===== src/bpoc_defines.vh =====
// constants for the port option control block: register offset,
// field positions, reset values and pci command codes.
// assumes an apb slave at 32-bit word granularity on ref_clk.
// Operation
// bit 3 set: secondary line/multiple read retry matches plain read.
// bit 4 set: secondary write-invalidate retry matches plain write.
// bit 5 set: primary read-line and read-multiple retries interchange.
// bit 6 set: secondary read-line and read-multiple retries interchange.
// bit 7 clear: primary write-invalidate forwarded as plain write.
// bit 8 clear: secondary write-invalidate forwarded as plain write.
// bit 9 set: long requests used for locked cycles.
// bit 10 set: secondary master holds request until fifo empty or stop.
// bit 11 set: primary master holds request until fifo empty or stop.
// bits 15:12 reserved, read zero, reset zero.
// option changes apply only to transactions started after the write.
`ifndef BPOC_DEFINES_VH
`define BPOC_DEFINES_VH
`define BPOC_OFS_PORT_OPT     12'h074
`define BPOC_OFS_STATUS       12'h078
`define BPOC_PORT_OPT_RESET   16'h0C6A
`define BPOC_PORT_OPT_WMASK   16'h0FFE
`define BPOC_BIT_P_RD_ALIAS   1
`define BPOC_BIT_P_WR_ALIAS   2
`define BPOC_BIT_S_RD_ALIAS   3
`define BPOC_BIT_S_WR_ALIAS   4
`define BPOC_BIT_P_RLM_ALIAS  5
`define BPOC_BIT_S_RLM_ALIAS  6
`define BPOC_BIT_P_MWI_KEEP   7
`define BPOC_BIT_S_MWI_KEEP   8
`define BPOC_BIT_LONG_LOCK    9
`define BPOC_BIT_S_HOLD_REQ   10
`define BPOC_BIT_P_HOLD_REQ   11
`define BPOC_CMD_MEM_READ     4'h6
`define BPOC_CMD_MEM_WRITE    4'h7
`define BPOC_CMD_MEM_READ_MUL 4'hC
`define BPOC_CMD_MEM_READ_LN  4'hE
`define BPOC_CMD_MEM_WRITE_INV 4'hF
`endif


===== src/bpoc_port.v =====
// one side of the bridge: retry match, command conversion and request hold.
// the options come in already latched at transaction start by the top.
`include "bpoc_defines.vh"
module bpoc_port (
  input  wire       ref_clk,       // pci clock
  input  wire       rst_n,         // sync reset, active low
  input  wire       rd_alias,      // plain read alias enable
  input  wire       wr_alias,      // plain write alias enable
  input  wire       rlm_alias,     // line/multiple alias enable
  input  wire       mwi_keep,      // forward write-invalidate unconverted
  input  wire       hold_req,      // hold request option
  input  wire       long_lock,     // long request for locked cycles
  input  wire [3:0] retry_cmd,     // command of retried cycle
  input  wire [3:0] pend_cmd,      // command of pending delayed transaction
  input  wire [3:0] fwd_in_cmd,    // command accepted for forwarding
  input  wire       req_want,      // master has a transaction to run
  input  wire       frame_seen,    // master asserted frame
  input  wire       fifo_empty,    // no pending transactions in fifo
  input  wire       tgt_term,      // target terminated the transfer
  input  wire       lock_cycle,    // current cycle is locked
  output reg        match_r,       // retry matches pending
  output reg  [3:0] fwd_out_cmd_r, // command to issue on destination
  output reg        req_r          // master request, active high
);
  reg       match_nxt;
  reg       granted_r;
  wire      is_line_mul_r = (retry_cmd == `BPOC_CMD_MEM_READ_LN) ||
                            (retry_cmd == `BPOC_CMD_MEM_READ_MUL);
  wire      is_line_mul_p = (pend_cmd == `BPOC_CMD_MEM_READ_LN) ||
                            (pend_cmd == `BPOC_CMD_MEM_READ_MUL);
  always @* begin
    match_nxt = (retry_cmd == pend_cmd);
    if (rd_alias && is_line_mul_r && pend_cmd == `BPOC_CMD_MEM_READ)
      match_nxt = 1'b1;
    if (wr_alias && retry_cmd == `BPOC_CMD_MEM_WRITE_INV &&
        pend_cmd == `BPOC_CMD_MEM_WRITE)
      match_nxt = 1'b1;
    if (rlm_alias && is_line_mul_r && is_line_mul_p)
      match_nxt = 1'b1;
  end
  always @(posedge ref_clk) begin
    if (!rst_n) begin
      match_r       <= 1'b0;
      fwd_out_cmd_r <= 4'h0;
      req_r         <= 1'b0;
      granted_r     <= 1'b0;
    end else begin
      match_r <= match_nxt;
      if (!mwi_keep && fwd_in_cmd == `BPOC_CMD_MEM_WRITE_INV)
        fwd_out_cmd_r <= `BPOC_CMD_MEM_WRITE;
      else
        fwd_out_cmd_r <= fwd_in_cmd;
      // once frame is out, drop the request unless holding is enabled or a locked cycle has long_lock set
      if (frame_seen)
        granted_r <= 1'b1;
      if (!req_want || tgt_term)
        granted_r <= 1'b0;
      if (!req_want)
        req_r <= 1'b0;
      else if (lock_cycle && long_lock)
        req_r <= 1'b1;
      else if (hold_req)
        req_r <= !(fifo_empty || tgt_term);
      else
        req_r <= !(frame_seen || granted_r);
    end
  end
endmodule // bpoc_port


===== src/bpoc_top.v =====
// port option register behind an apb slave, with the two port engines.
// assumes apb signals synchronous to ref_clk; one wait state per access.
//
// Local design decisions: the register offsets and register access over APB.
`include "bpoc_defines.vh"
module bpoc_top (
  input  wire        ref_clk,        // pci clock, 100 mhz
  input  wire        rst_n,          // sync reset, active low
  input  wire        psel,           // apb select
  input  wire        penable,        // apb enable
  input  wire        pwrite,         // apb direction
  input  wire [11:0] paddr,          // apb byte address
  input  wire [31:0] pwdata,         // apb write data
  output reg  [31:0] prdata,         // apb read data
  output reg         pready,         // apb ready
  output reg         pslverr,        // apb error
  input  wire        p_start,        // primary transaction start/retry
  input  wire [3:0]  p_retry_cmd,    // primary retry command
  input  wire [3:0]  p_pend_cmd,     // primary pending command
  input  wire [3:0]  p_fwd_cmd,      // primary-accepted command
  input  wire        p_req_want,     // primary master wants bus
  input  wire        p_frame,        // primary master frame asserted
  input  wire        p_fifo_empty,   // primary master fifo empty
  input  wire        p_tgt_term,     // primary target termination
  input  wire        p_lock,         // primary locked cycle
  input  wire        s_start,        // secondary transaction start/retry
  input  wire [3:0]  s_retry_cmd,    // secondary retry command
  input  wire [3:0]  s_pend_cmd,     // secondary pending command
  input  wire [3:0]  s_fwd_cmd,      // secondary-accepted command
  input  wire        s_req_want,     // secondary master wants bus
  input  wire        s_frame,        // secondary master frame asserted
  input  wire        s_fifo_empty,   // secondary master fifo empty
  input  wire        s_tgt_term,     // secondary target termination
  input  wire        s_lock,         // secondary locked cycle
  output wire        p_match,        // primary retry match
  output wire [3:0]  p_dest_cmd,     // command issued on secondary bus
  output wire        p_req,          // primary master request
  output wire        s_match,        // secondary retry match
  output wire [3:0]  s_dest_cmd,     // command issued on primary bus
  output wire        s_req           // secondary master request
);
  reg  [15:0] port_opt_r;
  reg  [15:0] p_opt_r;
  reg  [15:0] s_opt_r;
  wire        acc = psel && penable && !pready;
  // writes land on the edge where the master sees pready high
  wire        fin = psel && penable && pready;
  wire        hit_opt = (paddr == `BPOC_OFS_PORT_OPT);
  wire        hit_st  = (paddr == `BPOC_OFS_STATUS);

  always @(posedge ref_clk) begin
    if (!rst_n) begin
      port_opt_r <= `BPOC_PORT_OPT_RESET;
      p_opt_r    <= `BPOC_PORT_OPT_RESET;
      s_opt_r    <= `BPOC_PORT_OPT_RESET;
      prdata     <= 32'h0000_0000;
      pready     <= 1'b0;
      pslverr    <= 1'b0;
    end else begin
      pready  <= acc;
      pslverr <= acc && !hit_opt && !hit_st;
      prdata  <= 32'h0000_0000;
      if (fin && pwrite && hit_opt)
        port_opt_r <= pwdata[15:0] & `BPOC_PORT_OPT_WMASK;
      if (acc && !pwrite && hit_opt)
        prdata <= {16'h0000, port_opt_r};
      if (acc && !pwrite && hit_st)
        prdata <= {16'h0000, p_opt_r[11:0] ^ s_opt_r[11:0],
                   2'b00, s_req, p_req};
      // options latch at each start so running transfers keep theirs
      if (p_start)
        p_opt_r <= port_opt_r;
      if (s_start)
        s_opt_r <= port_opt_r;
    end
  end

  bpoc_port u_pri (
    .ref_clk       (ref_clk),
    .rst_n         (rst_n),
    .rd_alias      (p_opt_r[`BPOC_BIT_P_RD_ALIAS]),
    .wr_alias      (p_opt_r[`BPOC_BIT_P_WR_ALIAS]),
    .rlm_alias     (p_opt_r[`BPOC_BIT_P_RLM_ALIAS]),
    .mwi_keep      (p_opt_r[`BPOC_BIT_P_MWI_KEEP]),
    .hold_req      (p_opt_r[`BPOC_BIT_P_HOLD_REQ]),
    .long_lock     (p_opt_r[`BPOC_BIT_LONG_LOCK]),
    .retry_cmd     (p_retry_cmd),
    .pend_cmd      (p_pend_cmd),
    .fwd_in_cmd    (p_fwd_cmd),
    .req_want      (p_req_want),
    .frame_seen    (p_frame),
    .fifo_empty    (p_fifo_empty),
    .tgt_term      (p_tgt_term),
    .lock_cycle    (p_lock),
    .match_r       (p_match),
    .fwd_out_cmd_r (p_dest_cmd),
    .req_r         (p_req)
  );

  bpoc_port u_sec (
    .ref_clk       (ref_clk),
    .rst_n         (rst_n),
    .rd_alias      (s_opt_r[`BPOC_BIT_S_RD_ALIAS]),
    .wr_alias      (s_opt_r[`BPOC_BIT_S_WR_ALIAS]),
    .rlm_alias     (s_opt_r[`BPOC_BIT_S_RLM_ALIAS]),
    .mwi_keep      (s_opt_r[`BPOC_BIT_S_MWI_KEEP]),
    .hold_req      (s_opt_r[`BPOC_BIT_S_HOLD_REQ]),
    .long_lock     (s_opt_r[`BPOC_BIT_LONG_LOCK]),
    .retry_cmd     (s_retry_cmd),
    .pend_cmd      (s_pend_cmd),
    .fwd_in_cmd    (s_fwd_cmd),
    .req_want      (s_req_want),
    .frame_seen    (s_frame),
    .fifo_empty    (s_fifo_empty),
    .tgt_term      (s_tgt_term),
    .lock_cycle    (s_lock),
    .match_r       (s_match),
    .fwd_out_cmd_r (s_dest_cmd),
    .req_r         (s_req)
  );
endmodule // bpoc_top


===== config.mk =====
export PLATFORM = sky130hd
export DESIGN_NAME = bpoc_top
export DESIGN_NICKNAME = d
export VERILOG_FILES = /design/src/bpoc_port.v /design/src/bpoc_top.v
export VERILOG_INCLUDE_DIRS = /design/src
export SDC_FILE = /design/constraint.sdc
export NUM_CORES = 1
export LEC_CHECK = 0
export BUFFER_PORTS_ARGS = -buffer_cell sky130_fd_sc_hd__buf_2
export CELL_PAD_IN_SITES_DETAIL_PLACEMENT = 0
export CELL_PAD_IN_SITES_GLOBAL_PLACEMENT = 1
export CORE_ASPECT_RATIO = 1.5
export CORE_MARGIN = 5
export CORE_UTILIZATION = 38
export CTS_BUF_LIST = sky130_fd_sc_hd__clkbuf_8
export DETAILED_ROUTE_END_ITERATION = 7
export PLACE_DENSITY = 0.88
export SYNTH_ARGS = -nofsm -noshare
export SYNTH_HDL_FRONTEND = slang
export SYNTH_HIERARCHICAL = 1
export SYNTH_SLANG_ARGS = --single-unit
export TNS_END_PERCENT = 10

===== constraint.sdc =====
create_clock -name ref_clk -period 3.4 [get_ports ref_clk]
set_input_delay 0.17 -clock ref_clk [delete_from_list [all_inputs] [get_ports ref_clk]]
set_output_delay 0.17 -clock ref_clk [all_outputs]
set_load 0.02 [all_outputs]

; ---- Word-level counts from Yosys, hierarchy flattened
; Index checks and enable logic that the tools add are counted.
[classes]
n_reduce_logical = 56
bitwise = 3
n_eq_ne = 20
mux = 14
[op_table]
columns = op, count
row1 = "4-bit == test, second input constant", 12
row2 = 1-bit logical AND, 26
row3 = "12-bit by 7-bit == test with 1-bit output, second input constant", 2
row4 = "4-bit by 3-bit == test with 1-bit output, second input constant", 4
row5 = 16-bit 2-to-1 mux, 1
row6 = 1-bit logical NOT, 12
row7 = 12-bit 2-to-1 mux, 1
row8 = 12-bit bitwise XOR, 1
row9 = 1-bit logical OR, 10
row10 = 1-bit 2-to-1 mux, 10
row11 = 2-bit OR reduction, 5
row12 = 4-bit == test, 2
row13 = 3-bit 2-to-1 mux, 2
row14 = 2-bit AND reduction, 2
row15 = 3-bit OR reduction, 1
row16 = 1-bit NOT, 2
[totals]
output_inout_bits = 46
wordCells = 111
ff_bits = 81

; ---- Logic depth before layout (Yosys ltp)
[logic_depth]
ltp_word = 7
ltp_mapped = 5
depth_no_buf = 4

; ---- Cells and area by module
; Netlist, hierarchy kept.
[by_module_without_submodules]
columns = module, cells_each, instances, area_each_um2
row1 = bpoc_top, 212, 1, 2188.3
row2 = bpoc_port, 34, 2, 301.5

; ---- Worst setup path after synthesis
; No wires, ideal clock.
[synth_timing]
kind = reg-to-reg
from = register pready
to = register port_opt_r[10]
synth_period_minus_slack_ns = 1.237
path_stages_with_launch = 5
arrival_ns = 1.165
setup_slack_ns = 2.163
setup_time_ns = 0.072
cell_sequence = dfxtp_1 and4b_1 and4_4 buf_12 mux2i_1
[synth_via]
elab_chain_len = 3
[synth_rtl]
columns = element, line
row1 = "start, declared", bpoc_top.v:15  ; output reg pready,
row2 = "start signal, assigned", bpoc_top.v:57  ; pready <= 1'b0;
row3 = "start signal, assigned", bpoc_top.v:60  ; pready <= acc;
row4 = 1-bit logical AND, bpoc_top.v:47  ; wire fin = psel && penable && pready;
row5 = 1-bit logical AND (2 in a row), bpoc_top.v:63  ; if (fin && pwrite && hit_opt)
row6 = "end signal, assigned", bpoc_top.v:53  ; port_opt_r <= `BPOC_PORT_OPT_RESET;
row7 = "end signal, assigned", bpoc_top.v:64  ; port_opt_r <= pwdata[15:0] & `BPOC_PORT_OPT_WMASK;
row8 = "end, declared", bpoc_top.v:42  ; reg [15:0] port_opt_r;
; No other way between the ends.
; A chain may end at the register's enable or synchronous reset.

; ---- Worst setup path after layout
[layout_timing]
from = input rst_n
to = register prdata[3]
[layout_via]
elab_chain_len = 2
[layout_rtl]
columns = element, line
row1 = "start, declared", bpoc_top.v:8  ; input wire rst_n,
row2 = 1-bit NOT (no source line), n/a
row3 = 3-bit OR reduction (no source line), n/a
row4 = "end signal, assigned", bpoc_top.v:66  ; prdata <= {16'h0000, port_opt_r};
row5 = "end signal, assigned", bpoc_top.v:68  ; prdata <= {16'h0000, p_opt_r[11:0] ^ s_opt_r[11:0],
row6 = "end, declared", bpoc_top.v:14  ; output reg [31:0] prdata,
; No other way between the ends.

==> results.md <==
- The run finished with clean final reports.
- For the pin with the worst max-slew slack, the measured transition is 0.8690 ns.
- Leaving out fill and tap cells, the most frequent cells in the layout are sky130_fd_sc_hd__buf_2, sky130_fd_sc_hd__dfxtp_1, sky130_fd_sc_hd__mux2i_1.
- Setup violations remaining at the end of the flow were counted as 0.
- The fraction of synthesis flops using an asynchronous set or reset pin is 0%.
- By area, the combinational part of the netlist is dominated by simple AND/OR/NAND/NOR gates.
- The area fraction in and, or, nand and nor cells after synthesis is 23.22%.
- The die footprint is 9195 um^2.
- In the global route stage, overall resource usage came out at 13.77%.
- Dividing the detail-routed wire length by the instance count gives 12.98 um.
- The number of endpoints with negative hold slack in the final report came to 0.
- The post-synthesis register bit count is 65.
- The multiplexer share of the synthesized area is 11.83%.
- 131 I/O pins were placed.
- Measured along the y axis, the die boundary spans 115.0 um.
- In this run the clock root is driven by a sky130_fd_sc_hd__clkbuf_8.
- The startpoint of the most critical register-to-register path is pready$_SDFF_PN0_.
- The largest net degree at the start of global routing is 58.
- The final weighted congestion in routability-driven placement is 0.7710.
- The critical path is of the in -> reg type.
- Between clock sinks in the finished design, the worst skew comes to 0.006810 ns.
- The count of input and output buffers is 93.
- In this run the remaining antenna-violating nets after routing total 0.
- The number of buffers inserted to repair setup after CTS is 0.
- The internal portion of the total power is 1.333 mW.
- After synthesis the cells add up to 2791 um^2.
- The mean instance size in the synthesized netlist is 9.969 um^2.
- Clock tree synthesis inserted a total of 9 buffers.
- In the synthesized netlist, the number of instances is 280.
- The sequential area share after synthesis is 46.62%.
- Dividing the final minimum period by the clock period gives 39.69%.
- For this run, the detailed router's first-pass iteration total came to 4.
- The achievable clock frequency is 741.0 MHz.
- The total negative slack is 0 ns.
- The number of global-route vias before repair is 2124.
- The clock group share of total power is 46.2%.
- The worst-path maximum fanout is 57.
- In this run the worst setup path begins at rst_n.
- The normalized max-slew margin is 41.95%.
- Global routing finished with a remaining overflow of 0.
- Dividing total power by cell area gives a power density of 484.0 nW/um^2.
- Leaving out fill and tap cells, the most frequent cell in the layout is sky130_fd_sc_hd__buf_2.
- The count of final max-slew check failures is 0.
- The area of the core region is 7227 um^2.
- The most area-hungry cell type in the Yosys netlist is sky130_fd_sc_hd__dfxtp_1.
- In the final design database the tool counted 459 nets.
- The HPWL after detailed placement is 4.655 mm.
- The initial antenna violation count was 0.
- The total net switching power is 0.3665 mW.
- The startpoint identified for the worst hold timing path is s_fwd_cmd[0].
- The number of DRC violations after detailed routing is 0.
- The H-tree level count is 3.
- TritonCTS built the clock tree.
- The first routing iteration left 81 violations.
- The detailed router placed 2217 vias in this run.
- The fraction of the core area covered by cells at the end of the flow is 48.60%.
- The clock period minus final worst setup slack is 1.349 ns.
- After filler insertion, the fill cell instance count of the layout stands at 722.
- In this run the horizontal extent of the chip is 79.98 um.
- For this run, the leading register cell type out of synthesis is sky130_fd_sc_hd__dfxtp_1.
- After synthesis, the netlist uses 39 different library cells.
- The starting utilization of the core area is 38.63%.
- The clock-pin transition on the worst setup and hold timing paths is 0.07 ns.
- The Yosys warning count is 6.
- In this run the static leakage power is 1.540 nW.
- The XOR/XNOR share of the synthesized area is 4.706%.
- The number of synthesized flops with an enable pin is 0.
- The synthesis-to-layout area growth is 25.82%.
- The part of the power in combinational logic is 8.5%.
- The wire length of the first global-routing pass is 9.611 mm.
- The switching part of the total is 21.56%.
- STA puts the critical path data arrival time at 1.59 ns.
- The startpoint type of the worst setup path is an input pin.
- Sequential cells burn 45.4% of the power.
- The synthesized-area fraction occupied by ao, oa, aoi and oai cells is 5.737%.
- After Yosys synthesis, full adders, half adders and majority gates account for 0% of the synthesized area.
- The floorplan has 38 rows.
- 0 antenna diodes ended up in the layout.
- The number of maximum-capacitance violations is 0.
- The area share of the largest cell type after synthesis is 46.62%.
- For this block, the routed nets add up to 6.218 mm of wire.
- In the post-synthesis netlist, the biggest area contributors are sky130_fd_sc_hd__dfxtp_1, sky130_fd_sc_hd__mux2i_1, sky130_fd_sc_hd__nor2b_1, sky130_fd_sc_hd__buf_4, sky130_fd_sc_hd__nand2_1.
- The deepest clock path buffer count is 2.
- Clock latency on the worst-skew pair, taken at its later pin, is 0.34 ns.
- Setup repair after global routing left no endpoint under its margin.
- Of the cells placed in the final design, the portion with a size suffix greater than 1 is 31.13%.
- The largest vdd supply drop is 0.2749 mV.
- The worst setup path is captured at a flip-flop.
- CTS saw 65 sinks.
- The worst path required time is 3.64 ns.
- Dividing the detail-routed via count by the number of cells gives 4.628.
- In this run the worst hold path is classified as in -> reg.
layer usage:
layer	vias up	wire, um	GRT usage [%]
li1	1116	-	-
met1	1019	2305	14.59
met2	68	3340	24.61
met3	14	378	3.840
met4	0	193	6.877
met5	-	0	0
path summary, 6_finish.rpt:
check	cells past startpoint	endpoint	slack, ns
worst max-delay path	5	prdata[3]$_SDFF_PP0_	2.05
worst min register to register	2	prdata[0]$_SDFF_PN0_	0.46
worst max register to register	3	prdata[3]$_SDFF_PP0_	2.12
worst min-delay path	2	u_sec/fwd_out_cmd_r[0]$_SDFF_PN0_	0.05
final cells by class:
cell class / count / area [um^2] / share of cell area [%]
Timing Repair Buffer: 96 / 493.0 / 14.04
Tap cell: 100 / 125.1 / 3.563
Sequential cell: 65 / 1301 / 37.05
Clock buffer: 10 / 137.6 / 3.919
Inverter: 5 / 18.77 / 0.5344
Clock inverter: 6 / 106.4 / 3.028
Multi-Input combinational cell: 197 / 1330 / 37.87
critical path, cell delays in order:
cell	delay [ns]
sky130_fd_sc_hd__buf_2	0.07
sky130_fd_sc_hd__buf_4	0.41
sky130_fd_sc_hd__and4b_2	0.38
sky130_fd_sc_hd__nand2b_2	0.21
sky130_fd_sc_hd__nor4_1	0.33
cell usage after synthesis (3+ instances only):
library cell,instances
sky130_fd_sc_hd__dfxtp_1,65
sky130_fd_sc_hd__mux2i_1,33
sky130_fd_sc_hd__nand2_1,28
sky130_fd_sc_hd__nor2b_1,25
sky130_fd_sc_hd__buf_4,17
sky130_fd_sc_hd__nor3_1,17
sky130_fd_sc_hd__xor2_1,9
sky130_fd_sc_hd__a21oi_1,8
sky130_fd_sc_hd__a22oi_1,8
sky130_fd_sc_hd__and2_1,6
sky130_fd_sc_hd__xnor2_1,6
sky130_fd_sc_hd__inv_1,5
sky130_fd_sc_hd__nand2b_1,5
sky130_fd_sc_hd__buf_2,4
sky130_fd_sc_hd__clkbuf_1,4
sky130_fd_sc_hd__o21ai_0,4
sky130_fd_sc_hd__nand4b_1,3
sky130_fd_sc_hd__nor2_1,3
power by group through the flow:
stage          sequential, mW  combinational (mW)  clock [mW]
6_report                0.771               0.144       0.785
5_1_grt                 0.772               0.157       0.847
2_1_floorplan           0.798              0.0862           0
4_1_cts                 0.771               0.144       0.805
3_3_place_gp            0.788               0.140           0
3_5_place_dp            0.789               0.143           0
registers in the layout, indices dropped and copies added (netlist names):
| name | cells |
|---|---|
| u_pri/granted_r | 1 |
| pslverr | 1 |
| prdata | 16 |
| u_sec/fwd_out_cmd_r | 4 |
| u_pri/match_r | 1 |
| u_pri/req_r | 1 |
| u_sec/req_r | 1 |
| pready | 1 |
| u_pri/fwd_out_cmd_r | 4 |
| s_opt_r | 11 |
| p_opt_r | 11 |
| u_sec/granted_r | 1 |
| u_sec/match_r | 1 |
| port_opt_r | 11 |
per-stage QoR:
step | area, um^2 | hold WS (ns) | cells | power [mW] | setup slack (ns)
final | 3512 | 0.05092 | 479 | 1.700 | 2.051
after global routing | 3512 | 0.04126 | 479 | 1.776 | 1.914
after CTS | 3512 | 0.03149 | 479 | 1.720 | 2.059
after detailed placement | 3248 | 0.3496 | 461 | 0.9311 | 1.692
after global placement | 3248 | 0.3485 | 461 | 0.9285 | 1.706
after floorplan | 2848 | 0.2480 | 295 | 0.8845 | 2.163
timing repair:
item | 4_1_cts | 5_1_grt
hold endpoints to repair | 2 | 0
hold buffers | 2 | 0
gates resized for setup | 0 | 0
cell families (layout without fill, tap and decap cells):
logic type | Yosys count | count (layout)
other | 1 | 16
flip-flops | 65 | 65
multiplexers | 33 | 33
AND/OR/NAND/NOR | 108 | 108
AO/OA/AOI/OAI | 25 | 25
XOR/XNOR | 15 | 15
buffers and inverters | 33 | 117
Power figures use the tool's default switching activity.
